$ cat src/verilog/eel_cfg.svh
// Purpose: Constants for the serial EEPROM setup loader
// Assumes: 100 MHz system clock
// Notes:   Offsets, field positions, reset values and timing counts
`ifndef EEL_CFG_SVH
`define EEL_CFG_SVH

// ****************************************************************
// Control bits and host register indices
// ****************************************************************
`define EEL_CTRL_STORE   0
`define EEL_CTRL_RELOAD  1
`define EEL_CTRL_SEL     2
`define EEL_IDX_CFG      3'h0
`define EEL_IDX_BASE     3'h1
`define EEL_IDX_IA01     3'h2
`define EEL_IDX_IA23     3'h3
`define EEL_IDX_IA45     3'h4
`define EEL_IDX_GP       3'h5
`define EEL_IDX_PTR      3'h6

// ****************************************************************
// EEPROM map, defaults and commands
// ****************************************************************
`define EEL_STRAP_FIXED  3'h7
`define EEL_IA_BASE      6'h20
`define EEL_CFG_DEFAULT  16'h0000
`define EEL_BASE_DEFAULT 16'h0000
`define EEL_IA_DEFAULT   16'h0000
`define EEL_OPC_READ     2'h2
`define EEL_OPC_WRITE    2'h1
`define EEL_OPC_EWEN     2'h0
`define EEL_EWEN_ADDR    6'h30
`define EEL_FRAME_LONG   5'h19
`define EEL_FRAME_SHORT  5'h09

// ****************************************************************
// Serial clock timing
// ****************************************************************
`define EEL_CLK_NS       10
`define EEL_SK_HALF_NS   500
`define EEL_SK_HALF_CYC  ((`EEL_SK_HALF_NS + `EEL_CLK_NS - 1) / `EEL_CLK_NS)

`endif

$ cat src/verilog/eel_pkg.sv
// Purpose: Types for the serial EEPROM setup loader
// Assumes: Nothing beyond the cfg header
// Notes:   Constants live in eel_cfg.svh
package eel_pkg;
  typedef enum logic [1:0] {OP_READ, OP_WRITE, OP_EWEN} eel_op_t;
  typedef enum logic [1:0] {S_IDLE, S_SHIFT, S_GAP, S_WAIT} eel_ser_st_t;
  typedef enum logic [1:0] {M_STRAP, M_IDLE, M_ISSUE, M_WAIT} eel_main_st_t;
  typedef enum logic [1:0] {J_LOAD, J_STORE, J_GPRD, J_GPWR} eel_job_t;
endpackage

$ cat src/verilog/eel_serial.sv
// Purpose: Three-wire serial EEPROM word shifter
// Assumes: EEPROM data-out synchronous to CLK_I
// Notes:   Write waits for the ready level before done
`include "eel_cfg.svh"
`timescale 1ns/10ps
`default_nettype none
module eel_serial #(
  parameter int HALF_CYC = `EEL_SK_HALF_CYC
) (
  input  wire logic           clk_i,   // System clock
  input  wire logic           rst_i,   // Sync reset, high
  input  wire logic           start_i, // Start one command
  input  wire eel_pkg::eel_op_t op_i,  // Command kind
  input  wire logic [5:0]     addr_i,  // Word address
  input  wire logic [15:0]    wdata_i, // Write data
  output logic                done_o,  // Command finished pulse
  output logic [15:0]         rdata_o, // Read data
  output logic                cs_o,    // Chip select
  output logic                sk_o,    // Serial clock
  output logic                di_o,    // Data into EEPROM
  input  wire logic           do_i     // Data out of EEPROM
);
  eel_pkg::eel_ser_st_t st_r;
  eel_pkg::eel_op_t     op_r;
  logic [15:0]          div_r;
  logic [24:0]          sh_r;
  logic [4:0]           cnt_r;
  logic                 tick;
  logic                 sk_hi_r;

  // Start bit, opcode, 6-bit word address, then data
  function automatic logic [24:0] frame(input eel_pkg::eel_op_t op,
                                        input logic [5:0] a,
                                        input logic [15:0] d);
    if (op == eel_pkg::OP_READ) begin
      frame = {1'b1, `EEL_OPC_READ, a, 16'h0000};
    end else if (op == eel_pkg::OP_WRITE) begin
      frame = {1'b1, `EEL_OPC_WRITE, a, d};
    end else begin
      frame = {1'b1, `EEL_OPC_EWEN, `EEL_EWEN_ADDR, 16'h0000};
    end
  endfunction

  assign tick  = (div_r == 16'(HALF_CYC - 1));
  assign di_o  = sh_r[24];
  assign sk_o  = st_r == eel_pkg::S_SHIFT ? sk_hi_r : 1'b0;

  // Half-period divider, idle outside commands
  always_ff @(posedge clk_i) begin
    if (rst_i || st_r == eel_pkg::S_IDLE || tick) begin
      div_r <= 16'h0000;
    end else begin
      div_r <= div_r + 16'h0001;
    end
  end

  // ****************************************************************
  // Command sequencer
  // ****************************************************************
  // Data is sampled on falling SK; the last 16 samples are the word
  always_ff @(posedge clk_i) begin
    done_o <= 1'b0;
    if (rst_i) begin
      st_r    <= eel_pkg::S_IDLE;
      op_r    <= eel_pkg::OP_READ;
      sh_r    <= 25'h0;
      cnt_r   <= 5'h0;
      cs_o    <= 1'b0;
      sk_hi_r <= 1'b0;
      rdata_o <= 16'h0000;
    end else begin
      case (st_r)
        eel_pkg::S_IDLE: begin
          if (start_i) begin
            op_r  <= op_i;
            sh_r  <= frame(op_i, addr_i, wdata_i);
            cnt_r <= op_i == eel_pkg::OP_EWEN ? `EEL_FRAME_SHORT : `EEL_FRAME_LONG;
            cs_o  <= 1'b1;
            st_r  <= eel_pkg::S_SHIFT;
          end
        end
        eel_pkg::S_SHIFT: begin
          if (tick && !sk_hi_r) begin
            sk_hi_r <= 1'b1;
          end else if (tick) begin
            sk_hi_r <= 1'b0;
            sh_r    <= {sh_r[23:0], 1'b0};
            rdata_o <= {rdata_o[14:0], do_i};
            cnt_r   <= cnt_r - 5'h01;
            if (cnt_r == 5'h01) begin
              cs_o <= 1'b0;
              st_r <= op_r == eel_pkg::OP_WRITE ? eel_pkg::S_GAP : eel_pkg::S_IDLE;
              done_o <= op_r != eel_pkg::OP_WRITE;
            end
          end
        end
        eel_pkg::S_GAP: begin
          if (tick) begin // Reselect to poll the busy level
            cs_o <= 1'b1;
            st_r <= eel_pkg::S_WAIT;
          end
        end
        default: begin
          // Ready level settles a while after reselect; sample on tick only
          if (tick && do_i) begin
            cs_o   <= 1'b0;
            done_o <= 1'b1;
            st_r   <= eel_pkg::S_IDLE;
          end
        end
      endcase
    end
  end

  AST_SER_SELECT: assert property (@(posedge clk_i) disable iff (rst_i)
    (st_r == eel_pkg::S_IDLE && start_i) |=> cs_o && di_o)
    else $error("command did not open with select and start bit");
  AST_SER_READY: assert property (@(posedge clk_i) disable iff (rst_i)
    (st_r == eel_pkg::S_WAIT && !do_i) |=> !done_o)
    else $error("write finished before ready");
endmodule
`default_nettype wire

$ cat src/verilog/eel_loader.sv
// Purpose: Board setup loader from a 64 x 16 serial EEPROM
// Assumes: Host port and pins synchronous to CLK_I
// Notes:   Host accesses are ignored while HOST_WAIT_O is high
//
// Notes on behaviour
// - Reset fetches the strap-selected setup values from EEPROM
// - Config at strap*4, base one word above
// - Station address from words 20h to 22h
// - Strap 7: only address read, defaults elsewhere
// - All-high straps give usable fixed defaults
// - 64 whole words, 6-bit word addresses
// - Select 0 reload fills config, base, address
// - Select 0 store writes config and base
// - Control bits are low three, never saved
// - Select 1 reload reads pointer word
// - Select 1 store writes general word
// - Both bits read one while busy
// - Host access blocked until access ends
// - No EEPROM pin: no access, defaults
`include "eel_cfg.svh"
`timescale 1ns/10ps
`default_nettype none
module eel_loader #(
  parameter int SK_HALF_CYC = `EEL_SK_HALF_CYC
) (
  input  wire logic        CLK_I,                // System clock
  input  wire logic        SYS_RST_I,            // Sync reset, high
  input  wire logic [2:0]  SLOT_STRAP_PINS_I,    // Slot straps
  input  wire logic        EEPROM_PRESENT_PIN_I, // High when fitted
  input  wire logic        CTRL_WE_I,            // Control write strobe
  input  wire logic [2:0]  CTRL_WDATA_I,         // Control write data
  output logic [2:0]       CTRL_RDATA_O,         // Control readback
  input  wire logic        REG_WE_I,             // Register write strobe
  input  wire logic [2:0]  REG_IDX_I,            // Register index
  input  wire logic [15:0] REG_WDATA_I,          // Register write data
  output logic             HOST_WAIT_O,          // Host access blocked
  output logic [15:0]      CONFIG_O,             // Configuration reg
  output logic [15:0]      BASE_O,               // Base reg
  output logic [15:0]      STATION_ADDR_BYTES_0_1_O, // Address word 0
  output logic [15:0]      STATION_ADDR_BYTES_2_3_O, // Address word 1
  output logic [15:0]      STATION_ADDR_BYTES_4_5_O, // Address word 2
  output logic [15:0]      GP_O,                 // General purpose reg
  output logic [15:0]      PTR_O,                // Pointer reg
  output logic             EE_CS_O,              // EEPROM chip select
  output logic             EE_SK_O,              // EEPROM serial clock
  output logic             EE_DI_O,              // EEPROM data in
  input  wire logic        EE_DO_I               // EEPROM data out
);
  eel_pkg::eel_main_st_t st_r;
  eel_pkg::eel_job_t     job_r;
  logic [2:0]            step_r;
  logic [2:0]            strap_r;
  logic                  present_r;
  logic                  sel_r;
  logic                  busy;
  logic                  host_ok;
  logic                  ser_start;
  logic                  ser_done;
  logic [15:0]           ser_rdata;
  eel_pkg::eel_op_t      ser_op;
  logic [5:0]            ser_addr;
  logic [15:0]           ser_wdata;
  logic                  ewen_ok_r;

  // ****************************************************************
  // Step decoding
  // ****************************************************************
  // Operation of each step; stores interleave write-enable
  function automatic eel_pkg::eel_op_t step_op(input eel_pkg::eel_job_t j,
                                               input logic [2:0] s);
    if (j == eel_pkg::J_LOAD || j == eel_pkg::J_GPRD) begin
      step_op = eel_pkg::OP_READ;
    end else if (s[0]) begin
      step_op = eel_pkg::OP_WRITE;
    end else begin
      step_op = eel_pkg::OP_EWEN;
    end
  endfunction

  // Word address of each step, always six bits
  function automatic logic [5:0] step_addr(input eel_pkg::eel_job_t j,
                                           input logic [2:0] s,
                                           input logic [2:0] strap,
                                           input logic [5:0] ptr);
    if (j == eel_pkg::J_GPRD || j == eel_pkg::J_GPWR) begin
      step_addr = ptr;
    end else if (j == eel_pkg::J_LOAD && s >= 3'h2) begin
      step_addr = `EEL_IA_BASE + {3'h0, s - 3'h2};
    end else if (j == eel_pkg::J_LOAD) begin
      step_addr = {1'b0, strap, 1'b0, s[0]};
    end else begin
      step_addr = {1'b0, strap, 1'b0, s[1]};
    end
  endfunction

  // Final step of each job
  function automatic logic [2:0] last_step(input eel_pkg::eel_job_t j);
    case (j)
      eel_pkg::J_LOAD:  last_step = 3'h4;
      eel_pkg::J_STORE: last_step = 3'h3;
      eel_pkg::J_GPWR:  last_step = 3'h1;
      default:          last_step = 3'h0;
    endcase
  endfunction

  // First load step skips config and base on the fixed strap
  function automatic logic [2:0] first_load(input logic [2:0] strap);
    first_load = strap == `EEL_STRAP_FIXED ? 3'h2 : 3'h0;
  endfunction

  // ****************************************************************
  // Host side
  // ****************************************************************
  assign busy         = st_r != eel_pkg::M_IDLE;
  assign host_ok      = !busy;
  assign HOST_WAIT_O  = busy;
  // Reload and store both read one for any access in flight
  assign CTRL_RDATA_O = {sel_r, busy, busy};
  assign ser_start    = st_r == eel_pkg::M_ISSUE;
  assign ser_op       = step_op(job_r, step_r);
  assign ser_addr     = step_addr(job_r, step_r, strap_r, PTR_O[5:0]);
  assign ser_wdata    = job_r == eel_pkg::J_GPWR ? GP_O :
                        step_r[1] ? BASE_O : CONFIG_O;

  // Select bit lives only here; no EEPROM word holds it
  always_ff @(posedge CLK_I) begin
    if (SYS_RST_I) begin
      sel_r <= 1'b0;
    end else if (CTRL_WE_I && host_ok) begin
      sel_r <= CTRL_WDATA_I[`EEL_CTRL_SEL];
    end
  end

  // ****************************************************************
  // Job sequencer
  // ****************************************************************
  // Straps and presence are caught in the first cycle after reset
  always_ff @(posedge CLK_I) begin
    if (SYS_RST_I) begin
      st_r      <= eel_pkg::M_STRAP;
      job_r     <= eel_pkg::J_LOAD;
      step_r    <= 3'h0;
      strap_r   <= 3'h0;
      present_r <= 1'b0;
    end else begin
      case (st_r)
        eel_pkg::M_STRAP: begin
          strap_r   <= SLOT_STRAP_PINS_I;
          present_r <= EEPROM_PRESENT_PIN_I;
          job_r     <= eel_pkg::J_LOAD;
          step_r    <= first_load(SLOT_STRAP_PINS_I);
          st_r      <= EEPROM_PRESENT_PIN_I ? eel_pkg::M_ISSUE :
                       eel_pkg::M_IDLE;
        end
        eel_pkg::M_IDLE: begin
          // Reload wins if both bits are written at once
          if (CTRL_WE_I && present_r && CTRL_WDATA_I[`EEL_CTRL_RELOAD]) begin
            job_r  <= CTRL_WDATA_I[`EEL_CTRL_SEL] ? eel_pkg::J_GPRD :
                      eel_pkg::J_LOAD;
            step_r <= CTRL_WDATA_I[`EEL_CTRL_SEL] ? 3'h0 : first_load(strap_r);
            st_r   <= eel_pkg::M_ISSUE;
          end else if (CTRL_WE_I && present_r && CTRL_WDATA_I[`EEL_CTRL_STORE]) begin
            job_r  <= CTRL_WDATA_I[`EEL_CTRL_SEL] ? eel_pkg::J_GPWR :
                      eel_pkg::J_STORE;
            step_r <= 3'h0;
            st_r   <= eel_pkg::M_ISSUE;
          end
        end
        eel_pkg::M_ISSUE: begin
          st_r <= eel_pkg::M_WAIT;
        end
        default: begin
          if (ser_done && step_r == last_step(job_r)) begin
            st_r <= eel_pkg::M_IDLE;
          end else if (ser_done) begin
            step_r <= step_r + 3'h1;
            st_r   <= eel_pkg::M_ISSUE;
          end
        end
      endcase
    end
  end

  // ****************************************************************
  // Setup registers
  // ****************************************************************
  // Fixed strap forces defaults; loads land per step
  always_ff @(posedge CLK_I) begin
    if (SYS_RST_I) begin
      CONFIG_O <= `EEL_CFG_DEFAULT;
      BASE_O   <= `EEL_BASE_DEFAULT;
    end else if (st_r == eel_pkg::M_STRAP &&
                 SLOT_STRAP_PINS_I == `EEL_STRAP_FIXED) begin
      CONFIG_O <= `EEL_CFG_DEFAULT;
      BASE_O   <= `EEL_BASE_DEFAULT;
    end else if (st_r == eel_pkg::M_IDLE && CTRL_WE_I && present_r &&
                 CTRL_WDATA_I[`EEL_CTRL_RELOAD] && !CTRL_WDATA_I[`EEL_CTRL_SEL] &&
                 strap_r == `EEL_STRAP_FIXED) begin
      CONFIG_O <= `EEL_CFG_DEFAULT;
      BASE_O   <= `EEL_BASE_DEFAULT;
    end else if (ser_done && job_r == eel_pkg::J_LOAD && step_r == 3'h0) begin
      CONFIG_O <= ser_rdata;
    end else if (ser_done && job_r == eel_pkg::J_LOAD && step_r == 3'h1) begin
      BASE_O <= ser_rdata;
    end else if (REG_WE_I && host_ok && REG_IDX_I == `EEL_IDX_CFG) begin
      CONFIG_O <= REG_WDATA_I;
    end else if (REG_WE_I && host_ok && REG_IDX_I == `EEL_IDX_BASE) begin
      BASE_O <= REG_WDATA_I;
    end
  end

  // Station address words fill in order from 20h
  always_ff @(posedge CLK_I) begin
    if (SYS_RST_I) begin
      STATION_ADDR_BYTES_0_1_O <= `EEL_IA_DEFAULT;
      STATION_ADDR_BYTES_2_3_O <= `EEL_IA_DEFAULT;
      STATION_ADDR_BYTES_4_5_O <= `EEL_IA_DEFAULT;
    end else if (ser_done && job_r == eel_pkg::J_LOAD && step_r == 3'h2) begin
      STATION_ADDR_BYTES_0_1_O <= ser_rdata;
    end else if (ser_done && job_r == eel_pkg::J_LOAD && step_r == 3'h3) begin
      STATION_ADDR_BYTES_2_3_O <= ser_rdata;
    end else if (ser_done && job_r == eel_pkg::J_LOAD && step_r == 3'h4) begin
      STATION_ADDR_BYTES_4_5_O <= ser_rdata;
    end else if (REG_WE_I && host_ok && REG_IDX_I == `EEL_IDX_IA01) begin
      STATION_ADDR_BYTES_0_1_O <= REG_WDATA_I;
    end else if (REG_WE_I && host_ok && REG_IDX_I == `EEL_IDX_IA23) begin
      STATION_ADDR_BYTES_2_3_O <= REG_WDATA_I;
    end else if (REG_WE_I && host_ok && REG_IDX_I == `EEL_IDX_IA45) begin
      STATION_ADDR_BYTES_4_5_O <= REG_WDATA_I;
    end
  end

  // General purpose word and pointer
  always_ff @(posedge CLK_I) begin
    if (SYS_RST_I) begin
      GP_O  <= 16'h0000;
      PTR_O <= 16'h0000;
    end else begin
      if (ser_done && job_r == eel_pkg::J_GPRD) begin
        GP_O <= ser_rdata;
      end else if (REG_WE_I && host_ok && REG_IDX_I == `EEL_IDX_GP) begin
        GP_O <= REG_WDATA_I;
      end
      if (REG_WE_I && host_ok && REG_IDX_I == `EEL_IDX_PTR) begin
        PTR_O <= REG_WDATA_I;
      end
    end
  end

  // Tracks a write-enable ahead of each write, for checking only
  always_ff @(posedge CLK_I) begin
    if (SYS_RST_I) begin
      ewen_ok_r <= 1'b0;
    end else if (ser_done && ser_op == eel_pkg::OP_EWEN) begin
      ewen_ok_r <= 1'b1;
    end else if (ser_done) begin
      ewen_ok_r <= 1'b0;
    end
  end

  eel_serial #(
    .HALF_CYC (SK_HALF_CYC)
  ) u_serial (
    .clk_i   (CLK_I),
    .rst_i   (SYS_RST_I),
    .start_i (ser_start),
    .op_i    (ser_op),
    .addr_i  (ser_addr),
    .wdata_i (ser_wdata),
    .done_o  (ser_done),
    .rdata_o (ser_rdata),
    .cs_o    (EE_CS_O),
    .sk_o    (EE_SK_O),
    .di_o    (EE_DI_O),
    .do_i    (EE_DO_I)
  );

  // ****************************************************************
  // Checks
  // ****************************************************************
  AST_RESET_LOAD: assert property (@(posedge CLK_I) disable iff (SYS_RST_I)
    ($fell(SYS_RST_I) && EEPROM_PRESENT_PIN_I) |=> ser_start)
    else $error("no load after reset");
  AST_CFG_ADDR: assert property (@(posedge CLK_I) disable iff (SYS_RST_I)
    (ser_start && job_r == eel_pkg::J_LOAD && step_r == 3'h0)
      |-> ser_addr == {1'b0, strap_r, 2'b00})
    else $error("config word address wrong");
  AST_IA_ADDR: assert property (@(posedge CLK_I) disable iff (SYS_RST_I)
    (ser_start && job_r == eel_pkg::J_LOAD && step_r == 3'h4) |-> ser_addr == 6'h22)
    else $error("last address word not at 22h");
  AST_FIXED_SKIP: assert property (@(posedge CLK_I) disable iff (SYS_RST_I)
    (ser_start && job_r == eel_pkg::J_LOAD && strap_r == 3'h7) |-> step_r >= 3'h2)
    else $error("fixed strap read config or base");
  AST_GP_ADDR: assert property (@(posedge CLK_I) disable iff (SYS_RST_I)
    (ser_start && job_r == eel_pkg::J_GPRD) |-> ser_addr == PTR_O[5:0])
    else $error("general read not at pointer");
  AST_BOTH_BITS: assert property (@(posedge CLK_I) disable iff (SYS_RST_I)
    busy |-> CTRL_RDATA_O[1:0] == 2'b11)
    else $error("control bits not both set while busy");
  AST_BLOCKED: assert property (@(posedge CLK_I) disable iff (SYS_RST_I)
    (st_r == eel_pkg::M_WAIT && REG_WE_I && REG_IDX_I == `EEL_IDX_PTR) |=> $stable(PTR_O))
    else $error("host write taken while busy");
  AST_NO_EEPROM: assert property (@(posedge CLK_I) disable iff (SYS_RST_I)
    (st_r != eel_pkg::M_STRAP && !present_r) |-> !EE_CS_O && !ser_start)
    else $error("EEPROM touched with none fitted");
  AST_EWEN_FIRST: assert property (@(posedge CLK_I) disable iff (SYS_RST_I)
    (ser_start && ser_op == eel_pkg::OP_WRITE) |-> ewen_ok_r)
    else $error("write without write-enable");
  AST_STORE_DATA: assert property (@(posedge CLK_I) disable iff (SYS_RST_I)
    (ser_start && job_r == eel_pkg::J_STORE && step_r == 3'h1) |-> ser_wdata == CONFIG_O)
    else $error("store sent wrong config data");
endmodule
`default_nettype wire

$ cat config.mk
export PLATFORM = sky130hd
export DESIGN_NAME = eel_loader
export DESIGN_NICKNAME = d
export VERILOG_FILES = /design/src/verilog/eel_pkg.sv /design/src/verilog/eel_serial.sv /design/src/verilog/eel_loader.sv
export VERILOG_INCLUDE_DIRS = /design/src /design/src/verilog
export SDC_FILE = /design/constraint.sdc
export NUM_CORES = 1
export LEC_CHECK = 0
export BUFFER_PORTS_ARGS = -buffer_cell sky130_fd_sc_hd__buf_2
export CAP_MARGIN = 15
export CORE_MARGIN = 2
export CORE_UTILIZATION = 52
export CTS_BUF_LIST = sky130_fd_sc_hd__clkbuf_8
export DETAILED_ROUTE_END_ITERATION = 6
export PLACE_DENSITY_LB_ADDON = 0.2
export RECOVER_POWER = 25
export SKIP_LAST_GASP = 1
export SLEW_MARGIN = 5
export SYNTH_ARGS = -nofsm -noshare
export SYNTH_HDL_FRONTEND = slang
export SYNTH_SLANG_ARGS = --single-unit
$ cat constraint.sdc
create_clock -name CLK_I -period 3.5 [get_ports CLK_I]
set_clock_uncertainty 0.15 [all_clocks]
set_input_delay 0.35 -clock CLK_I [delete_from_list [all_inputs] [get_ports CLK_I]]
set_output_delay 0.35 -clock CLK_I [all_outputs]
set_load 0.02 [all_outputs]
==> impl_metrics.json <==
{
  "numCtsBuffers": 17,
  "routed_wl_um": 26840,
  "cp_top_family": "buffers and inverters",
  "avgSynthCellArea_um2": 8.572,
  "antenna_left": 0,
  "clkLatencyLatePin_ps": 480,
  "synth_area_um2": 9447,
  "clock-sinks": 193,
  "vias_per_cell": 6.036,
  "timing.hold.ws_ps": 10.44,
  "antenna_found_initial": 1,
  "post_dp_cell_area_um2": 10230,
  "multi_input_area_um2": 5052,
  "syn2layout_area_growth_pct": 12.21,
  "synth-seq-area-share_pct": 40.90,
  "fp.coreArea_um2": 17900,
  "rows": 49,
  "synth_top_area_share_pct": 40.90,
  "outcome": "completed",
  "worst_pin_slew_ps": 1050,
  "fin_cells": 1437,
  "cts-resized-gates": 0,
  "layout.nets": 1239,
  "r2r-start": "step_r[0]$_SDFFE_PP0P_",
  "drive_above_1_share_pct": 15.00,
  "cts_buffer_depth": 2,
  "port-buffer-count": 149,
  "drc": 0,
  "die-area_um2": 19260,
  "rr_endpoint": "STATION_ADDR_BYTES_0_1_O[9]$_SDFFE_PP0P_",
  "dpl_worst_slack_ps": 799.5,
  "cp-end-kind": "flop",
  "path_common_cell": "buf_4",
  "fp.dieW_um": 138.8,
  "synth_area_leaders": "dfxtp_1 (41%), nor2_1 (6.8%), nand2_1 (6.4%), mux2i_1 (5.7%), a311oi_2 (5.2%)",
  "peakVddDrop_uv": 256.8,
  "die_h_um": 138.8,
  "fillers": 1673,
  "cp.arrival_ps": 3000,
  "cts_hold_buf": 5,
  "synth_area_leader_cell": "dfxtp_1",
  "ys_types": 73,
  "min_to": "present_r$_SDFFE_PP0P_",
  "cp_cell_sequence": "inv_1, ha_1, nand3b_1, buf_4, nor2_4, o41ai_4, buf_4, nor2_1, a311oi_2",
  "synthCells": 1102,
  "post-route-min-period_ps": 2754,
  "grt_first_pass_wirelength_um": 43010,
  "yosysWarnings": 0,
  "fin_setup_tns_ps": 0,
  "grtUsageTotal_pct": 27.43,
  "ios": 150,
  "setup_viol": 0,
  "final_util_pct": 59.21,
  "cp.required_ps": 3740,
  "max_cap_violations": 0,
  "ys_top_cells_by_count": "dfxtp_1 (193), nor2_1 (170), nand2_1 (160)",
  "critPathMaxFanout": 19,
  "grt_max_degree": 92,
  "async_reset_ff_share_pct": 0,
  "synth_ff_type": "dfxtp_1",
  "max_slew_margin_pct": 29.65,
  "grt_setup_unrepaired": "false",
  "initial_utilization_pct": 52.77,
  "clock-root-buffer": "clkbuf_8",
  "largest_register": "u_serial.sh_r",
  "worst-setup-path-type": "flop to flop",
  "post_cts_buffers": 0,
  "overflow": 0,
  "power_leakage_nw": 3.833,
  "largest_reg_flops": 25,
  "layout_setup_ws_ps": 745.8,
  "synth_edf_count": 0,
  "hold_viol_final": 0,
  "min-delay-start": "EEPROM_PRESENT_PIN_I",
  "slowest_delay_ps": 570,
  "cts_tree": "built",
  "regToRegSetupSlack_ps": 750,
  "r2r_cells": 9,
  "dp_hpwl_um": 18290,
  "wl_per_cell_um": 18.67,
  "seq_area_um2": 3864,
  "path_clk_slew_ps": 100,
  "place_inst": 1399,
  "drv_slew": 0,
  "htreeDepth": 4,
  "vias": 8674,
  "gp_congestion": 0.8921,
  "ys_ff_latch": 193,
  "drt_iter0_drc": 695,
  "hp-class": "primary input to flop",
  "synthMostInstantiatedCell": "dfxtp_1",
  "synthesis.nets": 1147,
  "finalCritPeriodShare_pct": 78.69,
  "final_area_um2": 10600,
  "path_buf_inv": 3,
  "powerDensity_nw_per_um2": 469.1,
  "grt_pass1_vias": 7872,
  "cpMaxStageDelayCell": "dfxtp_1",
  "max_freq_mhz": 363.1,
  "worstHoldPathCells": 3,
  "crit_path_start_kind": "flop",
  "total_power_mw": 4.973,
  "dr.pass1.iters": 5
}
-- worst min-delay path: stages --
cell	delay [ps]
buf_2	100
mux2i_1	70
nor2_1	90
-- cell type report --
type                       instances  share of cell area, %
multi-input combinational        785                  47.66
sequential                       193                  36.45
timing repair buffer             181                  8.699
tap                              229                  2.703
clock buffer                      18                  2.337
clock inverter                    14                  1.558
inverter                          16                 0.5666
antenna                            1                0.02361
-- worst max-delay path by stage --
stage | startpoint | slack, ps | cells past startpoint | endpoint
5_1_grt | step_r[0]$_SDFFE_PP0P_ | 560 | 10 | BASE_O[4]$_SDFFE_PP0P_
3_5_place_dp | step_r[0]$_SDFFE_PP0P_ | 800 | 9 | STATION_ADDR_BYTES_0_1_O[11]$_SDFFE_PP0P_
4_1_cts | step_r[0]$_SDFFE_PP0P_ | 800 | 9 | STATION_ADDR_BYTES_0_1_O[11]$_SDFFE_PP0P_
3_3_place_gp | step_r[0]$_SDFFE_PP0P_ | 920 | 9 | STATION_ADDR_BYTES_0_1_O[7]$_SDFFE_PP0P_
6_report | step_r[0]$_SDFFE_PP0P_ | 750 | 9 | STATION_ADDR_BYTES_0_1_O[9]$_SDFFE_PP0P_
2_1_floorplan | step_r[0]$_SDFFE_PP0P_ | 1080 | 10 | STATION_ADDR_BYTES_0_1_O[12]$_SDFFE_PP0P_
-- metal layers --
layer	routed length, µm	global-route usage [%]	vias up
met5	0	0	-
met4	493	8.293	0
met3	2093	6.008	37
met2	11630	40.96	342
met1	12620	39.77	4144
li1	-	-	4151
-- logic make-up (layout without fill, tap and decap cells) --
family                     count (synthesis)  after routing  share of synthesized area (%)
AOI/OAI and AO/OA                        240            240                          21.76
xor gates and xnor gates                  17             17                          1.576
adders and majority gates                 14             14                          1.854
buffers and inverters                    124            229                          5.735
DFF                                      193            193                          40.90
muxes                                     55             55                          5.841
other                                      0              1                              0
and+or+nand+nor                          459            459                          22.33
-- layout by cell type (no fill, tap or decap), types with 3 or more instances in the layout --
| master | synthesis | layout |
|---|---|---|
| a211oi_1 | 35 | 35 |
| a21oi_1 | 39 | 39 |
| a221o_1 | 16 | 16 |
| a22oi_1 | 17 | 17 |
| a311o_1 | 15 | 15 |
| a311oi_1 | 31 | 31 |
| a311oi_2 | 33 | 33 |
| a31oi_1 | 6 | 6 |
| and2_1 | 5 | 5 |
| and3_1 | 6 | 6 |
| and4_1 | 17 | 17 |
| buf_2 | 25 | 75 |
| buf_4 | 8 | 27 |
| bufinv_16 | 0 | 3 |
| clkbuf_1 | 66 | 73 |
| clkbuf_8 | 0 | 18 |
| clkinv_2 | 0 | 3 |
| dfxtp_1 | 193 | 193 |
| dlygate4sd3_1 | 0 | 5 |
| ha_1 | 14 | 14 |
| inv_1 | 16 | 18 |
| mux2i_1 | 54 | 54 |
| nand2_1 | 160 | 160 |
| nand2b_1 | 9 | 9 |
| nand3_1 | 39 | 39 |
| nand3b_1 | 4 | 4 |
| nand4_1 | 9 | 9 |
| nor2_1 | 170 | 169 |
| nor3_1 | 8 | 8 |
| nor3b_1 | 5 | 4 |
| o211ai_1 | 4 | 4 |
| o21ai_0 | 22 | 22 |
| or3_1 | 5 | 5 |
| or4_1 | 3 | 3 |
| xnor2_1 | 6 | 6 |
| xor2_1 | 11 | 11 |
-- report_power, final --
part | switching, mW | internal (mW) | leakage (nW)
Clock | 0.825 | 0.725 | 0.213
Combinational | 0.666 | 0.363 | 2.06
Sequential | 0.0907 | 2.30 | 1.56
No activity file was read; power rests on OpenSTA's default activity.
